### src/verilog/timer_consts.vh
// register offsets, field positions and reset values of the low-power timer
// assumes a 32-bit classic wishbone slave with byte addressing
`ifndef TIMER_CONSTS_VH
`define TIMER_CONSTS_VH

// register byte offsets
`define OFF_CTRL 8'h00
`define OFF_FLAGS 8'h04
`define OFF_MODULO 8'h08
`define OFF_COUNT 8'h0C
`define OFF_CH0_CTRL 8'h10
`define OFF_CH1_CTRL 8'h14
`define OFF_CH0_VAL 8'h18
`define OFF_CH1_VAL 8'h1C
`define OFF_EV_STATUS 8'h20
`define OFF_EV_CLEAR 8'h24
`define OFF_EV_ENABLE 8'h28

// control register fields
`define CTRL_OVF_IE 0
`define CTRL_HALT 1
`define CTRL_CNT_CLR 2

// channel control register fields
`define CH_COMPARE 0
`define CH_IE 1

// flag and event bit positions
`define FLAG_OVF 0
`define FLAG_CH0 1
`define FLAG_CH1 2

// reset values
`define RST_CTRL 3'h0
`define RST_MODULO 16'hFFFF
`define RST_COUNT 16'h0000
`define RST_CH_CTRL 2'h0
`define RST_CH_VAL 16'h0000
`define RST_FLAGS 3'h0

`endif

### src/verilog/sync_2ff.v
// two flip-flop synchroniser for asynchronous level inputs
// assumes a single destination clock; the first stage feeds only the second
`timescale 1ns/1ps

module sync_2ff #(
    parameter WIDTH = 1
) (
    // clock, reset, enable
    input wire clk_i,
    input wire rst_i,
    input wire ce_i,
    // data
    input wire [WIDTH-1:0] d_i,
    output reg [WIDTH-1:0] q_o
);

reg [WIDTH-1:0] stage1;

always @(posedge clk_i) begin
    if (rst_i) begin
        stage1 <= {WIDTH{1'b0}};
        q_o <= {WIDTH{1'b0}};
    end else if (ce_i) begin
        stage1 <= d_i;
        q_o <= stage1;
    end
end

endmodule // sync_2ff

### src/verilog/timer_lowpower_break_control.v
// general timer with low-power and debug-break handling, wishbone slave
// assumes wait, stop and break levels come from the system unit on clk_i;
// capture pins are asynchronous and are synchronised here
//
// Contract
// channel request reaches interrupt only when channel_irq_enable is 1; flag still sets; here ev_enable also passes channel events to irq_o
// channel_event_flag sets on input capture or output compare
// counter_overflow_flag sets at modulo; requests only with overflow_irq_enable; here ev_enable bit 0 also passes overflow to irq_o
// counter keeps running in wait mode
// registers not accessible by the processor during wait mode
// any enabled timer request wakes the system from wait mode
// software should halt the timer before wait when unused, saving power
// timer inactive, counter stopped, in stop mode
// stop mode leaves every register unchanged
// timer resumes from retained state when stop mode ends
// reset during stop returns the timer to its reset state
// counter halts while debug break is active
// with break_flag_clear_enable 1 flags clear normally during break
// a flag cleared in break stays cleared after break
// with break_flag_clear_enable 0 break accesses never change flags
// first clear step done before break does not clear flag during protected break
// second clear step after break clears flag normally
// break_flag_clear_enable is an input from the system integration unit
// interrupt is OR of enabled overflow and channel requests, held until cleared
`timescale 1ns/1ps
`include "timer_consts.vh"

module timer_lowpower_break_control (
    // clock, reset, enable
    input wire clk_i,
    input wire rst_i,
    input wire ce_i,
    // wishbone slave
    input wire cyc_i,
    input wire stb_i,
    input wire we_i,
    input wire [7:0] adr_i,
    input wire [3:0] sel_i,
    input wire [31:0] dat_i,
    output reg [31:0] dat_o,
    output reg ack_o,
    // system integration unit
    input wire wait_mode_i,
    input wire stop_mode_i,
    input wire break_i,
    input wire break_flag_clear_enable_i,
    // capture pins
    input wire [1:0] capture_pin_i,
    // interrupt and wake
    output reg irq_o,
    output reg wake_o
);

// bus decode
wire bus_req = cyc_i & stb_i & ~ack_o & ce_i;
wire bus_open = bus_req & ~wait_mode_i;
// writes land at the acknowledging edge, where the master samples ack
wire wr = cyc_i & stb_i & ack_o & ce_i & we_i & ~wait_mode_i;
wire rd = bus_open & ~we_i;
wire [7:0] word_adr = {adr_i[7:2], 2'b00};

// break protection of flags
wire allow_clear = ~break_i | break_flag_clear_enable_i;

// control state
reg ovf_ie;
reg halt;
reg [15:0] modulo;
reg [15:0] count;
reg [2:0] flags;
reg [2:0] armed;
reg [2:0] ev_status;
reg [2:0] ev_enable;

// counter runs unless stopped, in break or halted by software
wire run = ~stop_mode_i & ~break_i & ~halt;
wire ovf_hit = run & (count == modulo);

// per-channel buses
wire [31:0] ch_val_bus;
wire [3:0] ch_cfg_bus;
wire [1:0] ch_hit;
wire [1:0] pin_sync;

sync_2ff #(
    .WIDTH(2)
) u_pin_sync (
    .clk_i(clk_i),
    .rst_i(rst_i),
    .ce_i(ce_i),
    .d_i(capture_pin_i),
    .q_o(pin_sync)
);

function [15:0] merge16;
    input [15:0] old;
    input [15:0] new_val;
    input [1:0] lanes;
    begin
        merge16 = {lanes[1] ? new_val[15:8] : old[15:8],
                   lanes[0] ? new_val[7:0] : old[7:0]};
    end
endfunction

genvar i;
generate
    for (i = 0; i < 2; i = i + 1) begin : gen_ch
        reg [15:0] val;
        reg [1:0] cfg;
        reg pin_d;
        wire is_cmp = cfg[`CH_COMPARE];
        wire cap_edge = pin_sync[i] & ~pin_d & ~is_cmp & ~stop_mode_i;
        wire cmp_hit = is_cmp & run & (count == val);
        wire sel_ctrl = (word_adr == (i == 0 ? `OFF_CH0_CTRL : `OFF_CH1_CTRL));
        wire sel_val = (word_adr == (i == 0 ? `OFF_CH0_VAL : `OFF_CH1_VAL));

        assign ch_hit[i] = cap_edge | cmp_hit;
        assign ch_val_bus[i*16 +: 16] = val;
        assign ch_cfg_bus[i*2 +: 2] = cfg;

        always @(posedge clk_i) begin
            if (rst_i) begin
                val <= `RST_CH_VAL;
                cfg <= `RST_CH_CTRL;
                pin_d <= 1'b0;
            end else if (ce_i) begin
                pin_d <= pin_sync[i];
                if (cap_edge) begin
                    val <= count;
                end else if (wr && sel_val) begin
                    val <= merge16(val, dat_i[15:0], sel_i[1:0]);
                end
                if (wr && sel_ctrl && sel_i[0]) begin
                    cfg <= dat_i[1:0];
                end
            end
        end
    end
endgenerate

wire [2:0] flag_set = {ch_hit, ovf_hit};
wire [2:0] native_en = {ch_cfg_bus[2 + `CH_IE], ch_cfg_bus[`CH_IE], ovf_ie};
wire rd_flags = rd & (word_adr == `OFF_FLAGS);
wire wr_flags = wr & (word_adr == `OFF_FLAGS) & sel_i[0];

// two-step flag clearing: read with flag set arms, write of 0 clears
genvar k;
generate
    for (k = 0; k < 3; k = k + 1) begin : gen_flag
        wire do_clear = allow_clear & armed[k] & wr_flags & ~dat_i[k];
        always @(posedge clk_i) begin
            if (rst_i) begin
                flags[k] <= 1'b0;
                armed[k] <= 1'b0;
            end else if (ce_i) begin
                // set wins over a clear in the same cycle
                flags[k] <= flag_set[k] | (flags[k] & ~do_clear);
                if (do_clear || !flags[k]) begin
                    armed[k] <= 1'b0;
                end else if (allow_clear && rd_flags) begin
                    armed[k] <= 1'b1;
                end
            end
        end
    end
endgenerate

// counter and control
always @(posedge clk_i) begin
    if (rst_i) begin
        ovf_ie <= 1'b0;
        halt <= 1'b0;
        modulo <= `RST_MODULO;
        count <= `RST_COUNT;
    end else if (ce_i) begin
        if (wr && word_adr == `OFF_CTRL && sel_i[0]) begin
            ovf_ie <= dat_i[`CTRL_OVF_IE];
            halt <= dat_i[`CTRL_HALT];
        end
        if (wr && word_adr == `OFF_MODULO) begin
            modulo <= merge16(modulo, dat_i[15:0], sel_i[1:0]);
        end
        // stop and break only freeze the count, state is kept
        if (wr && word_adr == `OFF_CTRL && sel_i[0] && dat_i[`CTRL_CNT_CLR]) begin
            count <= `RST_COUNT;
        end else if (ovf_hit) begin
            count <= `RST_COUNT;
        end else if (run) begin
            count <= count + 16'h0001;
        end
    end
end

// sticky event status for the interrupt group
always @(posedge clk_i) begin
    if (rst_i) begin
        ev_status <= `RST_FLAGS;
        ev_enable <= `RST_FLAGS;
    end else if (ce_i) begin
        // protected break keeps the sticky events as well
        if (wr && allow_clear && word_adr == `OFF_EV_CLEAR && sel_i[0]) begin
            ev_status <= flag_set | (ev_status & ~dat_i[2:0]);
        end else begin
            ev_status <= flag_set | ev_status;
        end
        if (wr && word_adr == `OFF_EV_ENABLE && sel_i[0]) begin
            ev_enable <= dat_i[2:0];
        end
    end
end

// interrupt and wake request
wire native_req = |(flags & native_en);
wire ev_req = |(ev_status & ev_enable);

always @(posedge clk_i) begin
    if (rst_i) begin
        irq_o <= 1'b0;
        wake_o <= 1'b0;
    end else if (ce_i) begin
        irq_o <= native_req | ev_req;
        wake_o <= wait_mode_i & (native_req | ev_req);
    end
end

// read mux
reg [31:0] rdata;
always @* begin
    rdata = 32'h00000000;
    case (word_adr)
        `OFF_CTRL: rdata = {30'h00000000, halt, ovf_ie};
        `OFF_FLAGS: rdata = {29'h00000000, flags};
        `OFF_MODULO: rdata = {16'h0000, modulo};
        `OFF_COUNT: rdata = {16'h0000, count};
        `OFF_CH0_CTRL: rdata = {30'h00000000, ch_cfg_bus[1:0]};
        `OFF_CH1_CTRL: rdata = {30'h00000000, ch_cfg_bus[3:2]};
        `OFF_CH0_VAL: rdata = {16'h0000, ch_val_bus[15:0]};
        `OFF_CH1_VAL: rdata = {16'h0000, ch_val_bus[31:16]};
        `OFF_EV_STATUS: rdata = {29'h00000000, ev_status};
        `OFF_EV_ENABLE: rdata = {29'h00000000, ev_enable};
        default: rdata = 32'h00000000;
    endcase
end

// wishbone answer: one cycle, also in wait mode so the master never hangs
always @(posedge clk_i) begin
    if (rst_i) begin
        ack_o <= 1'b0;
        dat_o <= 32'h00000000;
    end else if (ce_i) begin
        ack_o <= bus_req;
        if (rd) begin
            dat_o <= rdata;
        end else if (bus_req) begin
            dat_o <= 32'h00000000;
        end
    end
end

endmodule // timer_lowpower_break_control

### config.mk
export PLATFORM = sky130hd
export DESIGN_NAME = timer_lowpower_break_control
export DESIGN_NICKNAME = d
export VERILOG_FILES = /design/src/verilog/sync_2ff.v /design/src/verilog/timer_lowpower_break_control.v
export VERILOG_INCLUDE_DIRS = /design/src /design/src/verilog
export SDC_FILE = /design/constraint.sdc
export NUM_CORES = 1
export LEC_CHECK = 0
export ABC_CLOCK_PERIOD_IN_PS = 2400
export CAP_MARGIN = 20
export CORE_ASPECT_RATIO = 0.75
export CORE_UTILIZATION = 45
export DETAILED_ROUTE_END_ITERATION = 12
export DONT_BUFFER_PORTS = 1
export PLACE_DENSITY = 0.61
export SETUP_SLACK_MARGIN = 0.4
export SYNTH_ARGS = -nofsm -noshare
export SYNTH_HDL_FRONTEND = slang
export SYNTH_SLANG_ARGS = --single-unit
### constraint.sdc
create_clock -name clk_i -period 2.4 [get_ports clk_i]
set_input_delay 0.48 -clock clk_i [delete_from_list [all_inputs] [get_ports clk_i]]
set_output_delay 0.48 -clock clk_i [all_outputs]
set_load 0.01 [all_outputs]
* Yosys cells after proc, flatten, opt, wreduce, memory -nomap -nowiden
Index checks and enable logic that the tools add are counted.
Word-level totals: input port bits 56, output and inout port bits 35, word-level logic and storage cells 176, flip-flop bits (word level) 123
Operators by class: multiplexer cells 17, reduce and logical (&&, ||, !) cells 51, eq/ne operators 13, $add $sub $neg 1, bitwise gates (word level) 67
Operators by type and width (number):
- $pmux 16 s10 | 1
- $mux 16 | 7
- $mux 32 | 2
- $eq 16x16->1 | 3
- $and 1x1->1 | 38
- $eq 6x3->1 const B | 4
- $reduce_bool 2->1 | 10
- $eq 6x4->1 const B | 3
- $reduce_and 2->1 | 9
- $reduce_and 3->1 | 6
- $add 16x1->16 const B | 1
- $logic_and 1x1->1 | 16
- $mux 8 | 2
- $not 1->1 | 16
- $eq 6x2->1 const B | 2
- $and 3x3->3 | 3
- $logic_not 8->1 | 1
- $or 1x1->1 | 7
- $eq 6x1->1 const B | 1
- $or 3x3->3 | 2
- $reduce_or 3->1 | 2
- $mux 1 | 4
- $logic_not 1->1 | 3
- $logic_or 1x1->1 | 3
- 3 further kinds | 3

* Longest topological paths before layout
depth in word-level cells 12, gate-level depth with buffers 9, gate-level depth less buffers 6

* Cells and area by module
From an unflattened synthesis, not the netlist that was laid out.
Second synthesis, totals: cells, all modules 683, area, all modules 5754.3 um^2
By module, submodules not included:
- timer_lowpower_break_control | cells each 670, seq. area each 2062.0 um^2, area an instance 5614.1 um^2, instances 1
- sync_2ff | cells each 13, seq. area each 80.1 um^2, area an instance 140.1 um^2, instances 1

* Worst setup path before layout
Ideal clock, no wire load.
path type input to register, start input port adr_i[5], end register flags[0], setup time 0.132 ns, arrival time 2.148 ns, setup slack 0.120 ns, stages on the path 7, required time 2.268 ns, cells stage by stage buf_6 > or4_4 > buf_6 > or3_4 > or3b_1 > nand2_1 > a21oi_1
Between the ends: word-level cells in the longest chain between the ends 8
RTL lines:
- from (decl) | RTL line timer_lowpower_break_control.v:37 | input wire [7:0] adr_i,
- $eq 6x1->1
- $and 1x1->1 (2 in series) | RTL line timer_lowpower_break_control.v:144 | wire wr_flags = wr & (word_adr == `OFF_FLAGS) & sel_i[0];
- $and 1x1->1 (2 in series) | RTL line timer_lowpower_break_control.v:150 | wire do_clear = allow_clear & armed[k] & wr_flags & ~dat_i[k];
- $not 1->1 | RTL line timer_lowpower_break_control.v:157 | flags[k] <= flag_set[k] | (flags[k] & ~do_clear);
- $and 1x1->1 | RTL line timer_lowpower_break_control.v:157
- $or 1x1->1 | RTL line timer_lowpower_break_control.v:157
- to (signal, indexed assignment) | RTL line timer_lowpower_break_control.v:157
- to (decl) | RTL line timer_lowpower_break_control.v:70 | reg [2:0] flags;
Every way passes these cells. A chain may end at the register's enable or synchronous reset.

* Worst setup path in the final report
start register count[6], end register count[2]
Between the ends: word-level cells in the longest chain between the ends 4, elaborated cells between the ends (all ways) 6, classes of those cells eq/ne: 1; mux: 2; bitwise: 1; reduce/logical: 2
RTL lines:
- from (decl) | RTL line timer_lowpower_break_control.v:69 | reg [15:0] count;
- from (signal assigned) | RTL line timer_lowpower_break_control.v:174 | count <= `RST_COUNT;
- from (signal assigned) | RTL line timer_lowpower_break_control.v:185 | count <= `RST_COUNT;
- from (signal assigned) | RTL line timer_lowpower_break_control.v:187 | count <= `RST_COUNT;
- $eq 16x16->1 * | RTL line timer_lowpower_break_control.v:77 | wire ovf_hit = run & (count == modulo);
- $and 1x1->1 * | RTL line timer_lowpower_break_control.v:77
- $reduce_bool 3->1 (no source line) or $mux 16 (tied branches)
- $reduce_and 2->1 (no source line) or $mux 16 (tied branches)
Mark *: on every way between the ends. The rest lies on a longest branch, timed or not.

==> run summary <==
SYNTHESIS
----------------------------------------------------------------------------------------
Number of synthesized register bits                                                  107
Synthesized area per cell                                                     8.79 sq um
Main combinational cell family by area after synthesis                      compound AO/OA/AOI/OAI gates
Top_reg_cell synth                                                               dfxtp_1
Share of synthesized area spent on multiplexers                                    9.25%
Post-synthesis sequential area ratio                                               37.0%
Share of flip-flops with an asynchronous set or reset                                 0%
Post-synthesis cell area                                                      5790 sq um
Simple-gate share of the synthesized area                                          18.6%
Area contributors post-synth                                                dfxtp_1 (37%), mux2i_1 (8.5%), nor2_1 (5.3%)
Number of instances in the synthesized netlist                                       659
Area fraction of the dominant cell type after synthesis                            37.0%
Synth Area in Compound Gates                                                       19.4%
EDFF count, synth                                                                      0
Post-synthesis share of cell area spent on xor and xnor gates                      8.77%
Synthesized-area fraction occupied by adder cells                                 0.216%
Library cell with the largest summed area after synthesis                        dfxtp_1
Yosys warning count                                                                    0
Count of unique library cells instantiated by Yosys                                   57

CLOCK TREE
----------------------------------------------------------------------------------------
Clock insertion delay at the later pin of the skew report                        0.35 ns
Hold Buf Count CTS                                                                     0
Clock Root Buffer                                                              clkbuf_16
TritonCTS clock tree                                                                done
CTS H-tree depth                                                                       3
Cts bufs inserted                                                                      9
Clk slew on worst S/H paths                                                      0.07 ns
Number of buffers on the longest clock path                                            2
CTS sink count                                                                       107

CRITICAL PATH
----------------------------------------------------------------------------------------
Data arrival time of the critical path                                           2.22 ns
Highest fanout seen on the critical path                                               8
Worst Reg-to-Reg Cells                                                                 7
Critical path endpoint category                                                 register
Critical-path cell list                                                     xor2_1 > nor4_1 > nand3_1 > buf_4 > o21ai_4 > o22ai_1 > a22o_1
WP data required                                                                 2.65 ns
Type of element launching the critical path                                     register
Cell with the biggest individual delay on the critical path                      dfxtp_2
Type of the worst setup path                                                     reg2reg
Delay of the slowest cell on the worst path                                      0.38 ns

ROUTING
----------------------------------------------------------------------------------------
Iteration-0 DRC Markers                                                              487
Number of design rule violations left after detail routing                             0
Routed wirelength normalized by instance count                                   21.1 um
Drt via density                                                                     6.12
Routed Wire Length                                                             17,400 um
Router iterations before antenna repair                                                5
Total number of vias                                                               5,050
Final ANT Viol Nets                                                                    0

STATUS
----------------------------------------------------------------------------------------
Run status                                                                  complete, no violations

DIE
----------------------------------------------------------------------------------------
Number of ports placed on the die boundary                                            91
Floorplan die area                                                          13,300 sq um
Y dimension of the die                                                            100 um
Die width                                                                         133 um
Starting utilization of the core area                                              46.7%
Row cnt                                                                               35
Core area                                                                   12,400 sq um

PWR
----------------------------------------------------------------------------------------
Power Total                                                                      3560 uW
Pwr per Cell Area                                                            546 nW/um^2
Leakage power total                                                           0.00209 uW
Max IR drop VDD                                                               0.000330 V

FINAL LAYOUT
----------------------------------------------------------------------------------------
Fraction of final layout cells with drive strength greater than 1                  14.9%
Layout Nets                                                                          711
Area delta synth->final                                                            12.4%
Total inserted antenna cells                                                           0
Filler-free cell count of the finished design                                        825

GLOBAL ROUTE
----------------------------------------------------------------------------------------
Wire length of the first global-routing pass                                   26,700 um
Vias in the first global route                                                     4,578
Antenna violations before repair                                                       0
Global routing usage summed across all routing layers                              26.6%
Largest net degree at the start of global routing                                     98
Grt ovf                                                                                0

PLACE
----------------------------------------------------------------------------------------
Placer's final routability congestion estimate                                     0.922
Total half-perimeter wirelength after legalization and detailed placement      12,200 um
Placed cell count                                                                    802
Number of buffer cells added on primary ports                                          0

TIMING
----------------------------------------------------------------------------------------
Final count of pins violating max slew                                                 0
Final Cycle Share                                                                  82.2%
Setup TNS                                                                           0 ns
Worst Tran Pin Value                                                            0.573 ns
Final setup skew                                                              0.00615 ns
Unrepaired setup endpoints after global routing                                     true
Achievable clock frequency                                                       507 MHz
Fin. Hold Viols                                                                        0
Post-route minimum period                                                        1.97 ns
Count of endpoints failing setup in the final report                                   0
Relative max-transition margin                                                     61.5%

WORST HOLD PATH
----------------------------------------------------------------------------------------
Depth of the worst hold-timing path                                                    1
Class of the tightest hold or removal check                                       in2reg

JOB
----------------------------------------------------------------------------------------
Number of max-capacitance violations reported                                          0

-- worst max-delay path: cells and delay by family (launching register included) --
family / cells / cell delay, ns
buffers and inverters: 1 / 0.19
AND/OR/NAND/NOR: 2 / 0.46
flip-flops: 1 / 0.38
AO/OA/AOI/OAI: 3 / 0.67
XOR/XNOR: 1 / 0.17
-- sequential cells by signal, summed over array words and instances, names as in the netlist --
register	flops
gen_ch.val	32
count	16
dat_o	16
modulo	16
gen_ch.cfg	4
armed	3
ev_enable	3
ev_status	3
flags	3
gen_ch.pin_d	2
u_pin_sync.q_o	2
u_pin_sync.stage1	2
ack_o	1
halt	1
irq_o	1
ovf_ie	1
wake_o	1
-- through the flow --
step,instance area (sq um),worst slack [ns],hold slack (ns),util [%]
floorplan,5930,0.312,0.438,-
global placement,6040,0.199,0.460,48.7
detailed placement,6040,0.149,0.466,48.7
CTS,6390,0.377,0.187,51.6
global route,6510,0.345,0.178,52.5
finish,6510,0.428,0.194,52.5
-- layout make-up --
| type | count | area (sq um) |
|---|---|---|
| clock buffer | 10 | 239 |
| clock inverter | 6 | 71.3 |
| fill | 1157 | 5880 |
| inverter | 6 | 22.5 |
| multi-input combinational | 489 | 3460 |
| sequential | 107 | 2150 |
| tap | 166 | 208 |
| timing repair buffer | 41 | 360 |
-- timing repair --
item,in CTS,in global routing
pin swaps,4,8
hold endpoints to repair,0,0
endpoints found under the setup margin,7,35
setup buffers,3,3
gates cloned,0,1
resized for setup,5,20
-- Yosys cell counts (all sizes together) (3+ instances only) --
cell type,number
a21o,4
mux2i,49
a21oi,37
inv,6
nor4,8
o22ai,3
and4,4
nand4,12
nor2,84
xor2,27
a211o,17
o21a,4
nor3,9
nand3,15
and3,6
a211oi,34
nor2b,22
nor4b,4
o21ai,7
or3,6
buf,36
nand2,20
o32ai,4
nand2b,3
xnor2,31
clkbuf,36
a22oi,33
dfxtp,107
-- final timing paths --
| kind | end | slack [ns] | startpoint |
|---|---|---|---|
| max | count[2] | 0.43 | count[6] |
| min | dat_o[9] | 0.19 | rst_i |
| max reg2reg | count[2] | 0.43 | count[6] |
| min reg2reg | ovf_ie | 0.48 | ovf_ie |
-- power by group --
part | total (uW) | internal (uW) | switching, uW
combinational | 198 | 87.6 | 110
sequential | 1810 | 1790 | 16.7
clock | 1560 | 848 | 707
total | 3560 | 2720 | 834
-- cells by family after synthesis --
kind of cell               Yosys count
AOI/OAI and AO/OA                  159
xor gates and xnor gates            58
adders and majority gates            1
buffers and inverters               78
DFF                                107
muxes                               51
other                                1
and+or+nand+nor                    204
-- cell usage in the layout (no fill, tap or decap), types with 4 or more instances in the layout --
cell,synthesis,routed
and3_1,6,6
nand4_1,12,12
conb_1,1,16
buf_4,17,34
inv_1,6,6
clkbuf_16,0,9
dfxtp_1,107,102
o21a_1,4,4
a21o_1,4,4
a21oi_2,0,11
a211o_1,17,17
nor2b_1,22,20
nand3_1,15,14
o32ai_1,4,4
and4_1,4,4
a21oi_1,37,26
o21ai_0,6,6
xor2_1,27,27
xnor2_1,31,31
nor2_1,82,80
mux2i_1,49,49
nor3_1,9,9
a211oi_1,34,33
a22oi_1,33,33
nand2_1,20,19
dfxtp_2,0,5
nor4_1,8,6
-- layer usage --
| layer | GRT usage, % | wire length (um) | vias to the layer above |
|---|---|---|---|
| li1 | - | - | 2345 |
| met1 | 39.4 | 8340 | 2480 |
| met2 | 37.9 | 7290 | 200 |
| met3 | 6.26 | 1470 | 25 |
| met4 | 7.25 | 324 | 0 |
| met5 | 0 | 0 | - |
Power figures use the tool's default switching activity.
